`config.mk`:
```
export PLATFORM = sky130hd
export DESIGN_NAME = hprc_top
export DESIGN_NICKNAME = d
export VERILOG_FILES = /design/src/pkg/hprc_pkg.sv /design/src/verilog/hprc_top.sv
export SDC_FILE = /design/constraint.sdc
export NUM_CORES = 1
export LEC_CHECK = 0
export ABC_CLOCK_PERIOD_IN_PS = 7600
export BUFFER_PORTS_ARGS = -buffer_cell sky130_fd_sc_hd__buf_4
export CORE_AREA = 4 4 145 147
export DETAILED_ROUTE_END_ITERATION = 8
export DIE_AREA = 0 0 149 151
export HOLD_SLACK_MARGIN = 0.15
export SKIP_CTS_REPAIR_TIMING = 1
export SLEW_MARGIN = 20
export SYNTH_ARGS = -nofsm -noshare
export SYNTH_HDL_FRONTEND = slang
export SYNTH_SLANG_ARGS = --single-unit
```
`constraint.sdc`:
```
create_clock -name pclk -period 7.6 [get_ports pclk]
set_clock_uncertainty 0.1 [all_clocks]
set_input_delay 0.76 -clock pclk [delete_from_list [all_inputs] [get_ports pclk]]
set_output_delay 0.76 -clock pclk [all_outputs]
set_load 0.01 [all_outputs]
```
`src/pkg/hprc_pkg.sv`:
```
// Constants, types and register map of the host power and reset controller.
// Assumes a 100 MHz pclk and an APB master with 32-bit data.
package hprc_pkg;

   // ----------------------------------------
   // Register map (byte addresses)
   // ----------------------------------------
   localparam logic [7:0] ADDR_CMD = 8'h00;
   localparam logic [7:0] ADDR_REPLY = 8'h04;
   localparam logic [7:0] ADDR_STATUS = 8'h08;
   localparam logic [7:0] ADDR_STATE = 8'h0C;
   localparam logic [7:0] ADDR_BOOT = 8'h10;

   // ----------------------------------------
   // Command and reply codes
   // ----------------------------------------
   localparam logic [7:0] CMD_CFG = 8'h1C;
   localparam logic [7:0] CMD_WDOG = 8'h1D;
   localparam logic [7:0] CMD_QUERY = 8'h1E;
   localparam logic [7:0] REPLY_OK = 8'h40;
   localparam logic [7:0] REPLY_ERR = 8'hC0;
   localparam logic [4:0] QUERY_LEN = 5'h0F;

   // ----------------------------------------
   // Function mask bit positions
   // ----------------------------------------
   localparam int MB_AUTO = 0;
   localparam int MB_RINV = 1;
   localparam int MB_PINV = 2;
   localparam int MB_BLANK = 4;
   localparam int MB_KRST = 5;
   localparam int MB_KPON = 6;
   localparam int MB_KPOFF = 7;

   // ----------------------------------------
   // Timing
   // ----------------------------------------
   localparam int CLK_NS = 10;
   localparam int TICK_NS = 31_250_000;
   localparam int TICK_CYC = TICK_NS / CLK_NS;
   localparam int TICKS_PER_S = 32;
   localparam int HOLD_LONG_MS = 4000;
   localparam int HOLD_SHORT_MS = 250;
   localparam int RESET_MS = 1000;
   localparam int EXTEND_MS = 5000;
   localparam logic [7:0] HOLD_LONG = 8'(HOLD_LONG_MS * TICKS_PER_S / 1000);
   localparam logic [7:0] HOLD_SHORT = 8'(HOLD_SHORT_MS * TICKS_PER_S / 1000);
   localparam logic [7:0] RESET_TICKS = 8'(RESET_MS * TICKS_PER_S / 1000);
   localparam logic [7:0] EXTEND_TICKS = 8'(EXTEND_MS * TICKS_PER_S / 1000);
   localparam logic [7:0] DEF_PULSE = 8'h20;
   localparam logic [7:0] PULSE_UNTIL = 8'hFF;
   localparam logic [7:0] BOOT_MASK_RST = 8'h00;

   // ----------------------------------------
   // Types
   // ----------------------------------------
   typedef struct packed {
      logic [7:0] d1;
      logic [7:0] d0;
      logic [7:0] len;
      logic [7:0] code;
   } hprc_cmd_t;

   typedef enum logic [1:0] {
      MSG_NONE, MSG_RESET, MSG_PWR_ON, MSG_PWR_OFF
   } hprc_msg_t;

endpackage

```
`src/verilog/hprc_top.sv`:
```
// Host power and reset controller: keypad gestures, watchdog, blanking.
// Assumes APB access to the command port and pins pulled up by the host.
//
// Design decisions made here: register access over APB and the address map.
`timescale 1ns/100ps
`default_nettype none
module hprc_top #(
   parameter int TICK_CYCLES = hprc_pkg::TICK_CYC
) (
   input wire logic pclk,
   input wire logic presetn,
   input wire logic psel,
   input wire logic penable,
   input wire logic pwrite,
   input wire logic [7:0] paddr,
   input wire logic [31:0] pwdata,
   output logic [31:0] prdata,
   output logic pready,
   output logic pslverr,
   input wire logic key_confirm,
   input wire logic key_cancel,
   input wire logic host_sense,
   input wire logic reset_line_i,
   output logic reset_line_o,
   output logic reset_line_oe,
   input wire logic power_line_i,
   output logic power_line_o,
   output logic power_line_oe,
   output logic screen_blank,
   output logic backlight_off,
   output hprc_pkg::hprc_msg_t disp_msg
);
   import hprc_pkg::*;

   typedef enum {
      ST_IDLE, ST_RST_PULSE, ST_PWR_PULSE, ST_PWR_EXT, ST_REBOOT
   } hprc_state_t;

   // ----------------------------------------
   // Pin synchronisers
   // ----------------------------------------
   localparam int NSYNC = 5;
   logic [NSYNC-1:0] pin_raw;
   logic [NSYNC-1:0] s1_r, s2_r, s3_r, pin_r;
   assign pin_raw = {power_line_i, reset_line_i, host_sense, key_cancel,
                     key_confirm};
   genvar gi;
   generate
      for (gi = 0; gi < NSYNC; gi++) begin : g_sync
         always_ff @(posedge pclk or negedge presetn) begin
            if (!presetn) begin
               s1_r[gi] <= 1'b0;
               s2_r[gi] <= 1'b0;
               s3_r[gi] <= 1'b0;
               pin_r[gi] <= 1'b0;
            end else begin
               s1_r[gi] <= pin_raw[gi];
               s2_r[gi] <= s1_r[gi];
               s3_r[gi] <= s2_r[gi];
               // Change counts only once two stages agree
               if (s2_r[gi] == s3_r[gi]) begin
                  pin_r[gi] <= s3_r[gi];
               end
            end
         end
      end
   endgenerate
   logic confirm, cancel, sense, rst_in, pwr_in;
   assign {pwr_in, rst_in, sense, cancel, confirm} = pin_r;

   // ----------------------------------------
   // Timebase
   // ----------------------------------------
   logic [31:0] pre_r;
   logic [4:0] sub_r;
   logic tick, sec_tick;
   assign tick = (pre_r == 32'(TICK_CYCLES - 1));
   assign sec_tick = tick && (sub_r == 5'(TICKS_PER_S - 1));
   always_ff @(posedge pclk or negedge presetn) begin
      if (!presetn) begin
         pre_r <= 32'h0;
         sub_r <= 5'h0;
      end else begin
         pre_r <= tick ? 32'h0 : pre_r + 32'h1;
         if (tick) begin
            sub_r <= sub_r + 5'h1;
         end
      end
   end

   // ----------------------------------------
   // Key hold timers
   // ----------------------------------------
   logic [7:0] ok_cnt_r, x_cnt_r;
   always_ff @(posedge pclk or negedge presetn) begin
      if (!presetn) begin
         ok_cnt_r <= 8'h0;
         x_cnt_r <= 8'h0;
      end else begin
         // Saturation stops a held key firing twice
         if (!confirm) ok_cnt_r <= 8'h0;
         else if (tick && ok_cnt_r != 8'hFF) ok_cnt_r <= ok_cnt_r + 8'h1;
         if (!cancel) x_cnt_r <= 8'h0;
         else if (tick && x_cnt_r != 8'hFF) x_cnt_r <= x_cnt_r + 8'h1;
      end
   end

   // ----------------------------------------
   // APB decode and command port
   // ----------------------------------------
   hprc_state_t state_r;
   hprc_cmd_t cmd;
   logic apb_go, wr_cmd, rd_reply, wr_boot;
   logic [7:0] mask_r, pulse_r, boot_mask_r, boot_pulse_r;
   logic [7:0] wd_cnt_r;
   logic wd_arm_r, wd_pend_r, wd_expire, wd_take, do_reboot;
   logic [7:0] reply_code_r;
   logic [4:0] reply_len_r;
   logic reply_vld_r;
   assign cmd = hprc_cmd_t'(pwdata);
   assign apb_go = psel && penable && pready;
   assign wr_cmd = apb_go && pwrite && paddr == ADDR_CMD &&
                   state_r != ST_REBOOT;
   assign rd_reply = apb_go && !pwrite && paddr == ADDR_REPLY;
   assign wr_boot = apb_go && pwrite && paddr == ADDR_BOOT && pwdata[0];
   assign do_reboot = (state_r == ST_REBOOT);

   logic cfg_ok, wd_ok, qry_ok;
   assign cfg_ok = cmd.code == CMD_CFG &&
                   (cmd.len == 8'h1 || cmd.len == 8'h2);
   assign wd_ok = cmd.code == CMD_WDOG && cmd.len == 8'h1;
   assign qry_ok = cmd.code == CMD_QUERY && cmd.len == 8'h0;

   always_ff @(posedge pclk or negedge presetn) begin
      if (!presetn) begin
         reply_code_r <= 8'h0;
         reply_len_r <= 5'h0;
         reply_vld_r <= 1'b0;
      end else begin
         if (wr_cmd) begin
            reply_vld_r <= 1'b1; // Set wins over the read clear
            reply_len_r <= qry_ok ? QUERY_LEN : 5'h0;
            if (cfg_ok || wd_ok || qry_ok) begin
               reply_code_r <= cmd.code | REPLY_OK;
            end else begin
               reply_code_r <= cmd.code | REPLY_ERR;
            end
         end else if (rd_reply) begin
            reply_vld_r <= 1'b0;
         end
      end
   end

   // ----------------------------------------
   // Function settings and boot copy
   // ----------------------------------------
   always_ff @(posedge pclk or negedge presetn) begin
      if (!presetn) begin
         mask_r <= BOOT_MASK_RST;
         pulse_r <= DEF_PULSE;
      end else if (do_reboot) begin
         mask_r <= boot_mask_r;
         pulse_r <= boot_pulse_r;
      end else if (wr_cmd && cfg_ok) begin
         mask_r <= cmd.d0;
         pulse_r <= (cmd.len == 8'h2) ? cmd.d1 : DEF_PULSE;
      end
   end
   always_ff @(posedge pclk or negedge presetn) begin
      if (!presetn) begin
         boot_mask_r <= BOOT_MASK_RST;
         boot_pulse_r <= DEF_PULSE;
      end else if (wr_boot) begin
         boot_mask_r <= mask_r;
         boot_pulse_r <= pulse_r;
      end
   end

   // ----------------------------------------
   // Watchdog
   // ----------------------------------------
   // Runs one second tick past zero: a partial first second never cuts it short
   assign wd_expire = sec_tick && wd_arm_r && wd_cnt_r == 8'h0;
   assign wd_take = (state_r == ST_IDLE) && wd_pend_r;
   always_ff @(posedge pclk or negedge presetn) begin
      if (!presetn) begin
         wd_arm_r <= 1'b0;
         wd_cnt_r <= 8'h0;
      end else if (do_reboot) begin
         wd_arm_r <= 1'b0;
         wd_cnt_r <= 8'h0;
      end else if (wr_cmd && wd_ok) begin
         wd_arm_r <= (cmd.d0 != 8'h0);
         wd_cnt_r <= cmd.d0;
      end else if (wd_expire) begin
         wd_arm_r <= 1'b0;
         wd_cnt_r <= 8'h0;
      end else if (sec_tick && wd_arm_r) begin
         wd_cnt_r <= wd_cnt_r - 8'h1;
      end
   end
   // Expiry during a pulse waits rather than being dropped
   always_ff @(posedge pclk or negedge presetn) begin
      if (!presetn) begin
         wd_pend_r <= 1'b0;
      end else begin
         wd_pend_r <= wd_expire || (wd_pend_r && !wd_take);
      end
   end

   // ----------------------------------------
   // Sequencer
   // ----------------------------------------
   logic krst_fire, kpon_fire, kpoff_fire, sense_prev_r, sense_rise;
   logic [7:0] tmr_r;
   logic kp_rst_r, reboot_after_r, off_gest_r, sense0_r;
   logic pulse_end;
   assign krst_fire = mask_r[MB_KRST] && sense && confirm && tick &&
                      ok_cnt_r == HOLD_LONG - 8'h1;
   assign kpon_fire = mask_r[MB_KPON] && !sense && confirm && tick &&
                      ok_cnt_r == HOLD_SHORT - 8'h1;
   assign kpoff_fire = mask_r[MB_KPOFF] && sense && cancel && tick &&
                       x_cnt_r == HOLD_LONG - 8'h1;
   assign sense_rise = sense && !sense_prev_r;
   assign pulse_end = (pulse_r == PULSE_UNTIL) ? (sense != sense0_r)
                      : (tick && tmr_r <= 8'h1);

   always_ff @(posedge pclk or negedge presetn) begin
      if (!presetn) begin
         sense_prev_r <= 1'b0;
      end else begin
         sense_prev_r <= sense;
      end
   end

   always_ff @(posedge pclk or negedge presetn) begin
      if (!presetn) begin
         state_r <= ST_IDLE;
         tmr_r <= 8'h0;
         kp_rst_r <= 1'b0;
         reboot_after_r <= 1'b0;
         off_gest_r <= 1'b0;
         sense0_r <= 1'b0;
      end else begin
         unique case (state_r)
            ST_IDLE: begin
               sense0_r <= sense;
               if (wd_pend_r) begin
                  state_r <= ST_RST_PULSE;
                  tmr_r <= RESET_TICKS;
                  kp_rst_r <= 1'b0;
               end else if (krst_fire) begin
                  state_r <= ST_RST_PULSE;
                  tmr_r <= RESET_TICKS;
                  kp_rst_r <= 1'b1;
               end else if (kpon_fire || kpoff_fire) begin
                  state_r <= ST_PWR_PULSE;
                  tmr_r <= pulse_r;
                  reboot_after_r <= kpon_fire;
                  off_gest_r <= kpoff_fire;
               end else if (mask_r[MB_BLANK] && sense_rise) begin
                  state_r <= ST_REBOOT;
               end
            end
            ST_RST_PULSE: begin
               if (tick && tmr_r <= 8'h1) begin
                  state_r <= kp_rst_r ? ST_REBOOT : ST_IDLE;
               end else if (tick) begin
                  tmr_r <= tmr_r - 8'h1;
               end
            end
            ST_PWR_PULSE: begin
               if (pulse_end) begin
                  if (off_gest_r && cancel) begin
                     state_r <= ST_PWR_EXT;
                     tmr_r <= EXTEND_TICKS;
                  end else begin
                     state_r <= reboot_after_r ? ST_REBOOT : ST_IDLE;
                  end
               end else if (tick) begin
                  tmr_r <= tmr_r - 8'h1;
               end
            end
            ST_PWR_EXT: begin
               if (!cancel || (tick && tmr_r <= 8'h1)) begin
                  state_r <= ST_IDLE;
               end else if (tick) begin
                  tmr_r <= tmr_r - 8'h1;
               end
            end
            ST_REBOOT: begin
               state_r <= ST_IDLE;
               kp_rst_r <= 1'b0;
            end
         endcase
      end
   end

   // ----------------------------------------
   // Line drivers and display
   // ----------------------------------------
   logic rst_idle_r, pwr_idle_r, rst_act, pwr_act;
   logic [3:0] rst_oe_h_r, pwr_oe_h_r;
   always_ff @(posedge pclk or negedge presetn) begin
      if (!presetn) begin
         rst_idle_r <= 1'b1;
         pwr_idle_r <= 1'b1;
         rst_oe_h_r <= 4'hF;
         pwr_oe_h_r <= 4'hF;
      end else begin
         // Sync lag: learn only once the released level crossed the chain
         rst_oe_h_r <= {rst_oe_h_r[2:0], reset_line_oe};
         pwr_oe_h_r <= {pwr_oe_h_r[2:0], power_line_oe};
         if (!reset_line_oe && rst_oe_h_r == 4'h0) rst_idle_r <= rst_in;
         if (!power_line_oe && pwr_oe_h_r == 4'h0) pwr_idle_r <= pwr_in;
      end
   end
   assign rst_act = mask_r[MB_AUTO] ? !rst_idle_r : mask_r[MB_RINV];
   assign pwr_act = mask_r[MB_AUTO] ? !pwr_idle_r : mask_r[MB_PINV];

   always_ff @(posedge pclk or negedge presetn) begin
      if (!presetn) begin
         reset_line_o <= 1'b0;
         reset_line_oe <= 1'b0;
         power_line_o <= 1'b0;
         power_line_oe <= 1'b0;
      end else begin
         reset_line_o <= rst_act;
         power_line_o <= pwr_act;
         reset_line_oe <= (state_r == ST_RST_PULSE);
         power_line_oe <= (state_r == ST_PWR_PULSE ||
                           state_r == ST_PWR_EXT);
      end
   end

   always_ff @(posedge pclk or negedge presetn) begin
      if (!presetn) begin
         screen_blank <= 1'b0;
         backlight_off <= 1'b0;
         disp_msg <= MSG_NONE;
      end else begin
         screen_blank <= mask_r[MB_BLANK] && !sense;
         backlight_off <= mask_r[MB_BLANK] && !sense;
         if (state_r == ST_RST_PULSE && kp_rst_r) disp_msg <= MSG_RESET;
         else if (state_r == ST_PWR_PULSE && reboot_after_r)
            disp_msg <= MSG_PWR_ON;
         else if (state_r == ST_PWR_PULSE || state_r == ST_PWR_EXT)
            disp_msg <= MSG_PWR_OFF;
         else disp_msg <= MSG_NONE;
      end
   end

   // ----------------------------------------
   // APB read path; no wait states
   // ----------------------------------------
   logic [31:0] rd_val;
   logic rd_hit;
   always_comb begin
      rd_val = 32'h0;
      rd_hit = 1'b1;
      unique case (paddr)
         ADDR_CMD: rd_val = 32'h0;
         ADDR_REPLY: rd_val = {15'h0, reply_vld_r, 3'h0, reply_len_r,
                               reply_code_r};
         ADDR_STATUS: rd_val = {8'h0, pulse_r, wd_cnt_r, mask_r};
         ADDR_STATE: rd_val = {24'h0, 1'b0, wd_arm_r, kp_rst_r,
                               state_r == ST_IDLE, wd_pend_r, rst_act,
                               pwr_act, sense};
         ADDR_BOOT: rd_val = {16'h0, boot_pulse_r, boot_mask_r};
         default: rd_hit = 1'b0;
      endcase
   end

   always_ff @(posedge pclk or negedge presetn) begin
      if (!presetn) begin
         pready <= 1'b0;
         prdata <= 32'h0;
         pslverr <= 1'b0;
      end else begin
         pready <= psel && !penable && !pready;
         if (psel && !penable) begin
            prdata <= pwrite ? 32'h0 : rd_val;
            pslverr <= !rd_hit;
         end
      end
   end

   // ----------------------------------------
   // Checks
   // ----------------------------------------
   float_idle_a: assert property (@(posedge pclk) disable iff (!presetn)
      (state_r == ST_IDLE && $past(state_r) == ST_IDLE) |->
         !reset_line_oe && !power_line_oe)
      else $error("line driven while idle");
   cfg_short_a: assert property (@(posedge pclk) disable iff (!presetn)
      (wr_cmd && cfg_ok && cmd.len == 8'h1 && !do_reboot) |=>
         pulse_r == DEF_PULSE && mask_r == $past(cmd.d0))
      else $error("default pulse not applied");
   cfg_reply_a: assert property (@(posedge pclk) disable iff (!presetn)
      (wr_cmd && cfg_ok) |=> reply_code_r == 8'h5C && reply_len_r == 5'h0)
      else $error("config reply wrong");
   auto_pol_a: assert property (@(posedge pclk) disable iff (!presetn)
      (reset_line_oe && $past(mask_r[MB_AUTO])) |->
         reset_line_o == !$past(rst_idle_r))
      else $error("auto polarity ignored");
   man_pol_a: assert property (@(posedge pclk) disable iff (!presetn)
      (power_line_oe && $past(mask_r[2:0]) == 3'h0) |-> !power_line_o)
      else $error("power line not active low");
   krst_mask_a: assert property (@(posedge pclk) disable iff (!presetn)
      (state_r == ST_IDLE && !wd_pend_r && !mask_r[MB_KRST]) |=>
         state_r != ST_RST_PULSE)
      else $error("keypad reset while disabled");
   wd_zero_a: assert property (@(posedge pclk) disable iff (!presetn)
      (wr_cmd && wd_ok && cmd.d0 == 8'h0) |=> !wd_arm_r)
      else $error("watchdog armed by zero");
   wd_expire_a: assert property (@(posedge pclk) disable iff (!presetn)
      wd_expire |=> !wd_arm_r ##1 (state_r == ST_RST_PULSE || wd_pend_r))
      else $error("watchdog expiry lost");
   reboot_ign_a: assert property (@(posedge pclk) disable iff (!presetn)
      (do_reboot && apb_go && pwrite && paddr == ADDR_CMD) |=>
         $stable(reply_code_r) && $stable(reply_vld_r))
      else $error("command taken during reboot");
   blank_a: assert property (@(posedge pclk) disable iff (!presetn)
      ($past(mask_r[MB_BLANK]) && !$past(sense)) |-> screen_blank &&
         backlight_off)
      else $error("screen not blanked");
   query_a: assert property (@(posedge pclk) disable iff (!presetn)
      (wr_cmd && qry_ok) |=> reply_len_r == 5'h0F && reply_code_r == 8'h5E)
      else $error("query reply wrong");

endmodule
`default_nettype wire

```
==> summary.md, run 1 <==
| Metric | Value |
|---|---|
| Core Region | `19,900 um2` |
| Fin. max-slew vios | `0` |
| Syn Std Cell Area | `8720 um2` |
| Slew @ Worst Pin | `1.08 ns` |
| CTS tree | `built` |
| DRT Wirelength | `20,200 um` |
| Worst EP arrival | `3.67 ns` |
| Met2 Use GR | `28.5%` |
| Buf/Inv on CP | `1` |
| First-pass GRT wire length | `33,200 um` |
| CTS Root Cell | `clkbuf_16` |
| CP Launch Type | `input port` |
| Initial antenna violation count | `0` |
| Hold crit path type | `reg -> reg` |
| Vias in the first global route | `~6,200` |
| Nets@finish | `955` |
| Largest net degree at the start of global routing | `around 120` |
| RSZ-0062 raised after global routing | `false` |
| Synthesized area per cell | `10.6 um2` |
| Hold WS | `between 0.2 and 0.25 ns` |
| Worst hold stages | `0` |
| Final setup fails | `0` |
| Worst setup EP type | `flop` |
| Worst R2R Setup Slack | `about 4.3 ns` |
| WS Path Type | `in -> reg` |
| Via/cell ratio | `5.45` |
| Clock sink total | `184` |
| Gr busiest metal | `met2` |
| GRT overflow | `0` |
| Die area | `roughly 22,000 um2` |
| # Max-Cap Violations | `0` |
| Area delta synth->final | `16.1%` |
| Routed via count | `~6,400` |
| CTS H-tree lvls | `4` |
| Antenna diode count | `0` |
| Final Hold Fails | `0` |
| Rows | `52` |
| Fin util | `50.9%` |
| Latest clock arrival within the worst-skew pair | `about 0.44 ns` |
| Router iterations before antenna repair | `6` |
| CP top delay family | `simple AND/OR/NAND/NOR gates` |
| Seq pwr share | `a little under half` |
| Final period util | `45.3%` |
| Gpl congestion | `0.814` |
| Routed Antenna Nets | `0` |
| Switch share | `28.6%` |
| Overall routing resource usage | `18.6%` |
| Status | `complete, no violations` |
| VDD IR-drop max | `0.168 mV` |
| Max Clock Freq | `290 MHz` |
| Worst reg2reg path startpoint | `pre_r[7]$_DFF_PN0_` |
| HPWL after detailed placement | `about 14,000 um` |
| Met3 usage | `3.53%` |
| Hold Startpoint | `s1_r[0]$_DFF_PN0_` |
| IO buf count | `83` |
| Post-Place Setup Slack | `3.38 ns` |
| Top_reg_cell synth | `dfrtp_1` |
| Max clock buf depth | `2` |
| Cts bufs inserted | `17` |
| Commonest non-fill, non-tap cells in the layout | `dfrtp_1 (172), nand2_1 (92), buf_4 (88), nor2_1 (65), o21ai_0 (32)` |
| Worst-path clk slew | `0.07 ns` |
| Seq/Total Area, Yosys | `a little over half` |
| Comb pwr share | `around 16%` |
| Drt wl/cell | `about 17 um` |
| Internal power | `0.00167 W` |
| Period minus WS final | `3.45 ns` |
| Yosys cell types | `71` |
| Layout cells sized above 1 | `approximately a fifth` |
| R2R Path End | `tmr_r[1]$_DFFE_PN0P_` |
| Ports | `92` |
| Final Power | `0.00233 W` |
| # DRC | `0` |
| CP max FO | `16` |
| Initial drt markers | `449` |
| Slowest stage cell, crit path | `nor4b_4` |
| Clock share of power | `36.7%` |
| Starting Density | `43.8%` |
| P_sw | `0.000668 W` |
| Chip width | `149 um` |
| FFs w/ async S/R, synth | `between 90% and 100%` |
| Worst-path cell chain | `buf_4, or4_1, nor3_2, nand4_1, nor4b_4, nor2_1, a22o_1` |
| Setup_tns | `0 ns` |
| Leak | `4.62 nW` |
| Slowest Stage Delay on Critical Path | `0.89 ns` |
| Leading cell type in the layout, fill and taps excluded | `dfrtp_1` |
| Hold Path Sink | `s2_r[0]$_DFF_PN0_` |
| Pwr per Cell Area | `230 nW/um2` |
| Worst EP required | `between 7 and 8 ns` |
| R2r worst-path depth | `6` |
| Vert. Die Dim | `151 um` |
| Post-synth EDFFs | `0` |
| Met1 GRT Util | `26.6%` |
| Register bit total from synthesis | `184` |
| Syn. warnings | `0` |
| Post-Syn Instances | `826` |
| Worst slew margin | `a little over a quarter` |
| Final Worst Setup Slack | `4.15 ns` |
-- cells by family after synthesis --
kind of cell	share of synthesized area, %
compound gates	13.1
other cells	0.0430
mux	3.82
flops	53.0
fa+ha+maj	1.72
xor+xnor	4.72
buf+inv	3.38
simple gates	20.3
-- cells in the mapped netlist (all sizes together) (3+ instances only) --
| master | number | area (um2) |
|---|---|---|
| dfstp | 12 | 315 |
| a22oi | 6 | 45.0 |
| and4 | 7 | 61.3 |
| nand2b | 14 | 87.6 |
| or2 | 4 | 25.0 |
| a21o | 16 | 120 |
| o31ai | 5 | 51.3 |
| and4b | 4 | 40.0 |
| mux2i | 4 | 40.0 |
| a222oi | 12 | 120 |
| or4 | 10 | 86.3 |
| and3 | 11 | 68.8 |
| nand3 | 28 | 140 |
| nor4b | 7 | 67.6 |
| a21oi | 22 | 110 |
| a211oi | 11 | 82.6 |
| nor2 | 66 | 255 |
| or3 | 3 | 18.8 |
| a31oi | 4 | 25.0 |
| nand4 | 23 | 144 |
| xnor2 | 21 | 184 |
| mux2 | 26 | 293 |
| a22o | 12 | 105 |
| ha | 8 | 100 |
| nor3 | 19 | 100 |
| xor2 | 26 | 228 |
| inv | 20 | 75.1 |
| clkbuf | 28 | 105 |
| and2 | 8 | 50.1 |
| maj3 | 5 | 50.1 |
| o21ai | 32 | 160 |
| o22ai | 6 | 50.0 |
| nand3b | 5 | 37.5 |
| o221a | 7 | 78.8 |
| nor4 | 15 | 100 |
| dfrtp | 172 | 4300 |
| nand2 | 92 | 345 |
| nor2b | 6 | 37.5 |
| a32oi | 6 | 52.6 |
| buf | 16 | 108 |
-- registers in the layout, summed over array words and instances, names as in the netlist, 3 cells and up --
signal        count
sub_r             5
rst_oe_h_r        4
pwr_oe_h_r        4
mask_r            8
s2_r              5
reply_code_r      8
boot_mask_r       8
wd_cnt_r          8
pre_r            32
s3_r              5
prdata           24
boot_pulse_r      8
ok_cnt_r          8
s1_r              5
tmr_r             8
state_r           3
pulse_r           8
x_cnt_r           8
-- per-stage QoR --
stage	std cells	area, um2
after floorplan	833	8750
after global placement	1148	9550
after detailed placement	1148	9550
after CTS	1180	10100
after global routing	1180	10100
final	1180	10100
-- power by group through the flow --
| stage | Sequential [W] | Clock [W] | Combinational (W) |
|---|---|---|---|
| 2_1_floorplan | 0.00110 | 0 | 0.000270 |
| 3_3_place_gp | 0.00113 | 0 | 0.000362 |
| 3_5_place_dp | 0.00113 | 0 | 0.000363 |
| 4_1_cts | 0.00111 | 0.000883 | 0.000366 |
| 5_1_grt | 0.00112 | 0.000927 | 0.000407 |
| 6_report | 0.00111 | 0.000856 | 0.000367 |
-- per-layer routing --
| layer | up-vias | share of wire (%) | wire length (um) |
|---|---|---|---|
| met4 | 0 | 1.7 | 342 |
| met5 | - | 0 | 0 |
| li1 | 3129 | - | - |
| met2 | 171 | 47 | 9480 |
| met3 | 26 | 4.8 | 961 |
| met1 | 3104 | 47 | 9440 |
-- area by class of cell --
type                            instances  area (um2)
Fill cell                            1835        9780
Sequential cell                       184        4620
Multi-Input combinational cell        583        3850
Timing Repair Buffer                   89         674
Clock buffer                           17         425
Tap cell                              270         338
Clock inverter                         15         143
Inverter                               22        82.6
-- worst max-delay path by stage --
stage / startpoint / end / cells after the start
after floorplan: paddr[0] / boot_mask_r[0]$_DFFE_PN0P_ / 8
after global placement: paddr[0] / wd_cnt_r[3]$_DFFE_PN0P_ / 7
after detailed placement: paddr[0] / wd_cnt_r[3]$_DFFE_PN0P_ / 7
after CTS: paddr[0] / wd_cnt_r[3]$_DFFE_PN0P_ / 7
after global routing: paddr[0] / wd_cnt_r[3]$_DFFE_PN0P_ / 7
final: paddr[0] / wd_cnt_r[3]$_DFFE_PN0P_ / 7
(Power assumes the default switching activity.)
==> inputs of run 2 (changes only) <==
ABC_CLOCK_PERIOD_IN_PS = 3500   (was 7600)
clock period = 3.5 ns   (was 7.6 ns; I/O delays follow)
==> run 2 against run 1 <==
Compared with the run above: global-route usage up 0.67 points; clock power rose by 150%; sequential share of layout area is 2.0 points lower; critical path depth fell by 2; final area increased by 4.6%; critical endpoint is now reboot_after_r$_DFFE_PN0P_; highest routed layer unchanged.
==> summary.md, run 2 (synthesis gave the netlist of run 1 again) <==
| Metric | Value |
|---|---|
| Status | `complete, no violations` |
| Vias in the first global route | `6,460` |
| Period minus WS final | `between 2 and 3 ns` |
| Worst EP required | `roughly 3.7 ns` |
| Area of the multi-input gates | `approximately 3800 um2` |
| Worst reg2reg path startpoint | `pre_r[25]$_DFF_PN0_` |
| GRT overflow | `0` |
| Max clock buf depth | `2` |
| R2R Path End | `reboot_after_r$_DFFE_PN0P_` |
| Starting Density | `43.8%` |
| CP max FO | `9` |
| Clock sink total | `184` |
| CTS H-tree lvls | `4` |
| Worst-path clk slew | `approximately 0.070 ns` |
| Reg with most FFs | `pre_r` |
| Initial antenna violation count | `0` |
| Hold crit path type | `in -> reg` |
| Slew @ Worst Pin | `0.863 ns` |
| WS Path Type | `reg -> reg` |
| Worst slew margin | `42.1%` |
| Final setup fails | `0` |
| Max FFs per register | `32` |
| CTS Root Cell | `clkbuf_16` |
| # Max-Cap Violations | `0` |
| Ports | `92` |
| Routed Antenna Nets | `0` |
| Routed via count | `6,676` |
| Gpl congestion | `0.838` |
| Top Registers | `pre_r (32), prdata (24)` |
| Layout fillers | `~1,800` |
| Cts bufs inserted | `17` |
| Hold Path Sink | `reply_vld_r$_DFFE_PN0P_` |
| FF+latch area | `4620 um2` |
| Largest net degree at the start of global routing | `93` |
| Worst R2R Setup Slack | `approximately 0.56 ns` |
| Worst setup EP type | `flop` |
| R2r worst-path depth | `5` |
| Hold WS | `between 0.1 and 0.15 ns` |
| Latest clock arrival within the worst-skew pair | `roughly 0.43 ns` |
| Pwr per Cell Area | `slightly above 500 nW/um2` |
| VDD IR-drop max | `0.370 mV` |
| Final period util | `83.9%` |
| Area delta synth->final | `21.5%` |
| Max Clock Freq | `roughly 340 MHz` |
| Final Hold Fails | `0` |
| Nets@finish | `994` |
| Via/cell ratio | `about 5.5` |
| First-pass GRT wire length | `34,400 um` |
| Fin. max-slew vios | `0` |
| Overall routing resource usage | `19.3%` |
| Initial drt markers | `512` |
| Worst-path cell chain | `or4b_1, or4_4, or2_0, nor4_2, mux2_2` |
| CTS tree | `built` |
| CP Launch Type | `flop` |
| Drt wl/cell | `17.6 um` |
| # DRC | `0` |
| HPWL after detailed placement | `14,900 um` |
| Leading cell type in the layout, fill and taps excluded | `dfrtp_1` |
| RSZ-0062 raised after global routing | `false` |
| Setup_tns | `0 ns` |
| Chip width | `roughly 150 um` |
| DRT Wirelength | `21,500 um` |
| Slowest stage cell, crit path | `or4b_1` |
| Vert. Die Dim | `151 um` |
| Leak | `~4.8 nW` |
| Die area | `22,500 um2` |
| Worst hold stages | `5` |
| Layout cells sized above 1 | `20.0%` |
| Rows | `52` |
| Hold Startpoint | `pwrite` |
| Router iterations before antenna repair | `5` |
| Commonest non-fill, non-tap cells in the layout | `dfrtp_1 (172), buf_4 (96), nand2_1 (92), nor2_1 (65), o21ai_0 (32)` |
| Worst EP arrival | `3.15 ns` |
| Core Region | `19,900 um2` |
| Slowest Stage Delay on Critical Path | `around 0.54 ns` |
| IO buf count | `83` |
run 2: changes by cell type in the layout (fill, tap and decap cells not counted), moves of 2 or more:
cell | before | now
clkbuf_8 | 1 | 6
bufinv_16 | 1 | 4
dlygate4sd3_1 | 0 | 29
clkinv_2 | 2 | 0
buf_12 | 0 | 2
clkinv_4 | 2 | 0
buf_4 | 88 | 96
inv_6 | 5 | 2
run 2: worst max path at each step:
stage / startpoint / endpoint / slack (ns) / cells past startpoint
3_3_place_gp: pre_r[24]$_DFF_PN0_ / reboot_after_r$_DFFE_PN0P_ / 0.62 / 5
5_1_grt: pre_r[24]$_DFF_PN0_ / reboot_after_r$_DFFE_PN0P_ / 0.45 / 5
4_1_cts: pre_r[24]$_DFF_PN0_ / reboot_after_r$_DFFE_PN0P_ / 0.55 / 5
6_report: pre_r[25]$_DFF_PN0_ / reboot_after_r$_DFFE_PN0P_ / 0.56 / 5
3_5_place_dp: pre_r[24]$_DFF_PN0_ / reboot_after_r$_DFFE_PN0P_ / 0.56 / 5
2_1_floorplan: pre_r[6]$_DFF_PN0_ / tmr_r[5]$_DFFE_PN0P_ / 0.80 / 7
run 2: layout make-up:
cell class,count,area share [%]
diodes,1,0.0236
clock buffers,23,4.70
clock inverters,9,1.51
inverters,22,0.779
multi-input cells,583,36.2
flip-flops and latches,184,43.6
well taps,270,3.19
repair buffers,128,10.0
run 2: layer usage:
layer  vias to the layer above  GRT usage [%]  part of all wire (%)
li1                       3212              -                     -
met1                      3282           27.5                    47
met2                       157           30.4                    48
met3                        25           3.14                   4.3
met4                         0           6.09                   1.7
met5                         -              0                     0
run 2: report_power, final:
part | leakage (nW) | switching (W) | internal (W)
clock network | 0.313 | 0.000822 | 0.00130
logic | 2.09 | 0.000438 | 0.000397
registers | 2.43 | 0.000160 | 0.00226
run 2: critical path: cells and delay by family (launching register included):
kind | cells | cell delay [ns]
muxes | 1 | 0.37
DFF | 1 | 0.41
and+or+nand+nor | 4 | 1.95
run 2: metrics by stage:
stage / utilization, % / cell area [um2] / std cells / setup slack (ns) / power [W]
after floorplan: - / 8750 / 833 / 0.802 / 0.00297
after global placement: 48.5 / 9650 / 1158 / 0.619 / 0.00325
after detailed placement: 48.5 / 9650 / 1158 / 0.563 / 0.00326
after CTS: 51.8 / 10300 / 1190 / 0.546 / 0.00540
after global routing: 53.2 / 10600 / 1219 / 0.447 / 0.00564
final: 53.2 / 10600 / 1220 / 0.563 / 0.00537
==> inputs of run 3 (changes only) <==
ABC_CLOCK_PERIOD_IN_PS = 3000   (was 3500)
clock period = 3 ns   (was 3.5 ns; I/O delays follow)
==> run 3 against run 2 <==
Compared with the run above: die area stayed put; cell count rose by 1.4%; sequential share of layout area is 0.34 points lower; highest routed layer unchanged.
==> summary.md, run 3 (synthesis gave the netlist of run 1 again) <==
| Metric | Value |
|---|---|
| Core Region | `19,900 um2` |
| Max Clock Freq | `between 300 and 400 MHz` |
| Final period util | `96.4%` |
| Hold Startpoint | `paddr[1]` |
| CP Launch Type | `flop` |
| IO buf count | `83` |
| Worst setup EP type | `flop` |
| Overall routing resource usage | `19.1%` |
| HPWL after detailed placement | `14,900 um` |
| Initial drt markers | `556` |
| RSZ-0062 raised after global routing | `false` |
| Area delta synth->final | `22.5%` |
| Final Worst Setup Slack | `0.107 ns` |
| Leak | `4.89 nW` |
| Fin. max-slew vios | `0` |
| GRT overflow | `0` |
| Final Hold Fails | `0` |
| Chip width | `149 um` |
| Vert. Die Dim | `151 um` |
| Via/cell ratio | `~5.5` |
| Met3 usage | `about 3.2%` |
| Vias in the first global route | `6,398` |
| Rows | `52` |
| Drt wl/cell | `17.4 um` |
| Routed via count | `6,832` |
| Cts bufs inserted | `17` |
| Worst slew margin | `35.7%` |
| DRT Wirelength | `21,600 um` |
| Latest clock arrival within the worst-skew pair | `roughly 0.43 ns` |
| CTS H-tree lvls | `4` |
| Gpl congestion | `0.886` |
| Worst EP arrival | `a little over 3 ns` |
| First-pass GRT wire length | `roughly 34,000 um` |
| Commonest non-fill, non-tap cells in the layout | `dfrtp_1 (172), buf_4 (109), nand2_1 (92), nor2_1 (65), dlygate4sd3_1 (34)` |
| # DRC | `0` |
| Pwr per Cell Area | `568 nW/um2` |
| CP max FO | `8` |
| Worst reg2reg path startpoint | `pre_r[6]$_DFF_PN0_` |
| Final setup fails | `0` |
| Ports | `92` |
| Router iterations before antenna repair | `5` |
| Status | `complete, no violations` |
| Worst-path clk slew | `around 0.070 ns` |
| Gr busiest metal | `met2` |
| Slew @ Worst Pin | `0.960 ns` |
| Hold crit path type | `in -> reg` |
| Crit path launch | `pre_r[6]$_DFF_PN0_` |
| Reg with most FFs | `pre_r` |
| Leading cell type in the layout, fill and taps excluded | `dfrtp_1` |
| Top Registers | `pre_r (32), prdata (24)` |
| Starting Density | `43.8%` |
| CTS tree | `built` |
| Antenna diode count | `0` |
| Max clock buf depth | `2` |
| Setup_tns | `0 ns` |
| Worst EP required | `roughly 3.2 ns` |
| Clock sink total | `around 180` |
| WS Path Type | `reg -> reg` |
| Largest net degree at the start of global routing | `80` |
| Met1 GRT Util | `a little over a quarter` |
| Die area | `22,500 um2` |
| Nets@finish | `1,012` |
| Post-Place Setup Slack | `between 0.1 and 0.15 ns` |
| Period minus WS final | `2.89 ns` |
| Layout cells sized above 1 | `21.0%` |
| Met2 Use GR | `29.5%` |
| Routed Antenna Nets | `0` |
| # Max-Cap Violations | `0` |
| VDD IR-drop max | `0.437 mV` |
| Worst hold stages | `3` |
| CTS Root Cell | `clkbuf_16` |
| Max FFs per register | `32` |
| Initial antenna violation count | `0` |
| R2r worst-path depth | `6` |
==> run 3: power breakdown <==
group	switching, W	internal, W
clock	0.00102	0.00125
sequential	0.000175	0.00263
combinational	0.000521	0.000470
total	0.00171	0.00435
==> run 3: worst paths after layout <==
check | end | slack (ns)
max in group asynchronous | pulse_r[5]$_DFFE_PN1P_ | 1.66
setup / recovery | tmr_r[5]$_DFFE_PN0P_ | 0.11
hold / removal | pslverr$_DFFE_PN0P_ | 0.17
setup reg to reg | tmr_r[5]$_DFFE_PN0P_ | 0.11
hold reg to reg | s2_r[0]$_DFF_PN0_ | 0.25
min in group asynchronous | boot_pulse_r[3]$_DFFE_PN0P_ | 0.38
==> run 3: per-stage QoR <==
stage	util, %	total power, W	instances	area (um2)	hold WS (ns)
3_5_place_dp	49.0	0.00380	1171	9750	0.236
6_report	53.7	0.00606	1237	10700	0.168
3_3_place_gp	49.0	0.00379	1171	9750	0.233
4_1_cts	51.9	0.00607	1203	10300	-0.171
5_1_grt	53.7	0.00635	1237	10700	0.173
2_1_floorplan	-	0.00346	833	8750	-0.0956
==> run 3: routing by layer <==
metal	routed length, um	up-vias	part of all wire (%)
met1	10100	3344	47
li1	-	3250	-
met2	9960	203	46
met5	0	-	0
met4	434	0	2.0
met3	1020	35	4.7
==> run 3: area by class of cell <==
cell class	count	area (um2)
clock inverters	14	166
multi-input cells	583	3830
repair buffers	146	1210
inverters	22	82.6
well taps	270	338
flip-flops and latches	184	4620
clock buffers	18	429
fillers	1786	9230
==> run 3: worst max-delay path, cell delays in order, from the launching register on <==
cell and delay, ns:
dfrtp_1 0.41, or4_4 0.55, or4_4 0.56, a311oi_4 0.39, o31ai_4 0.15, or2_1 0.41
o22a_1 0.21
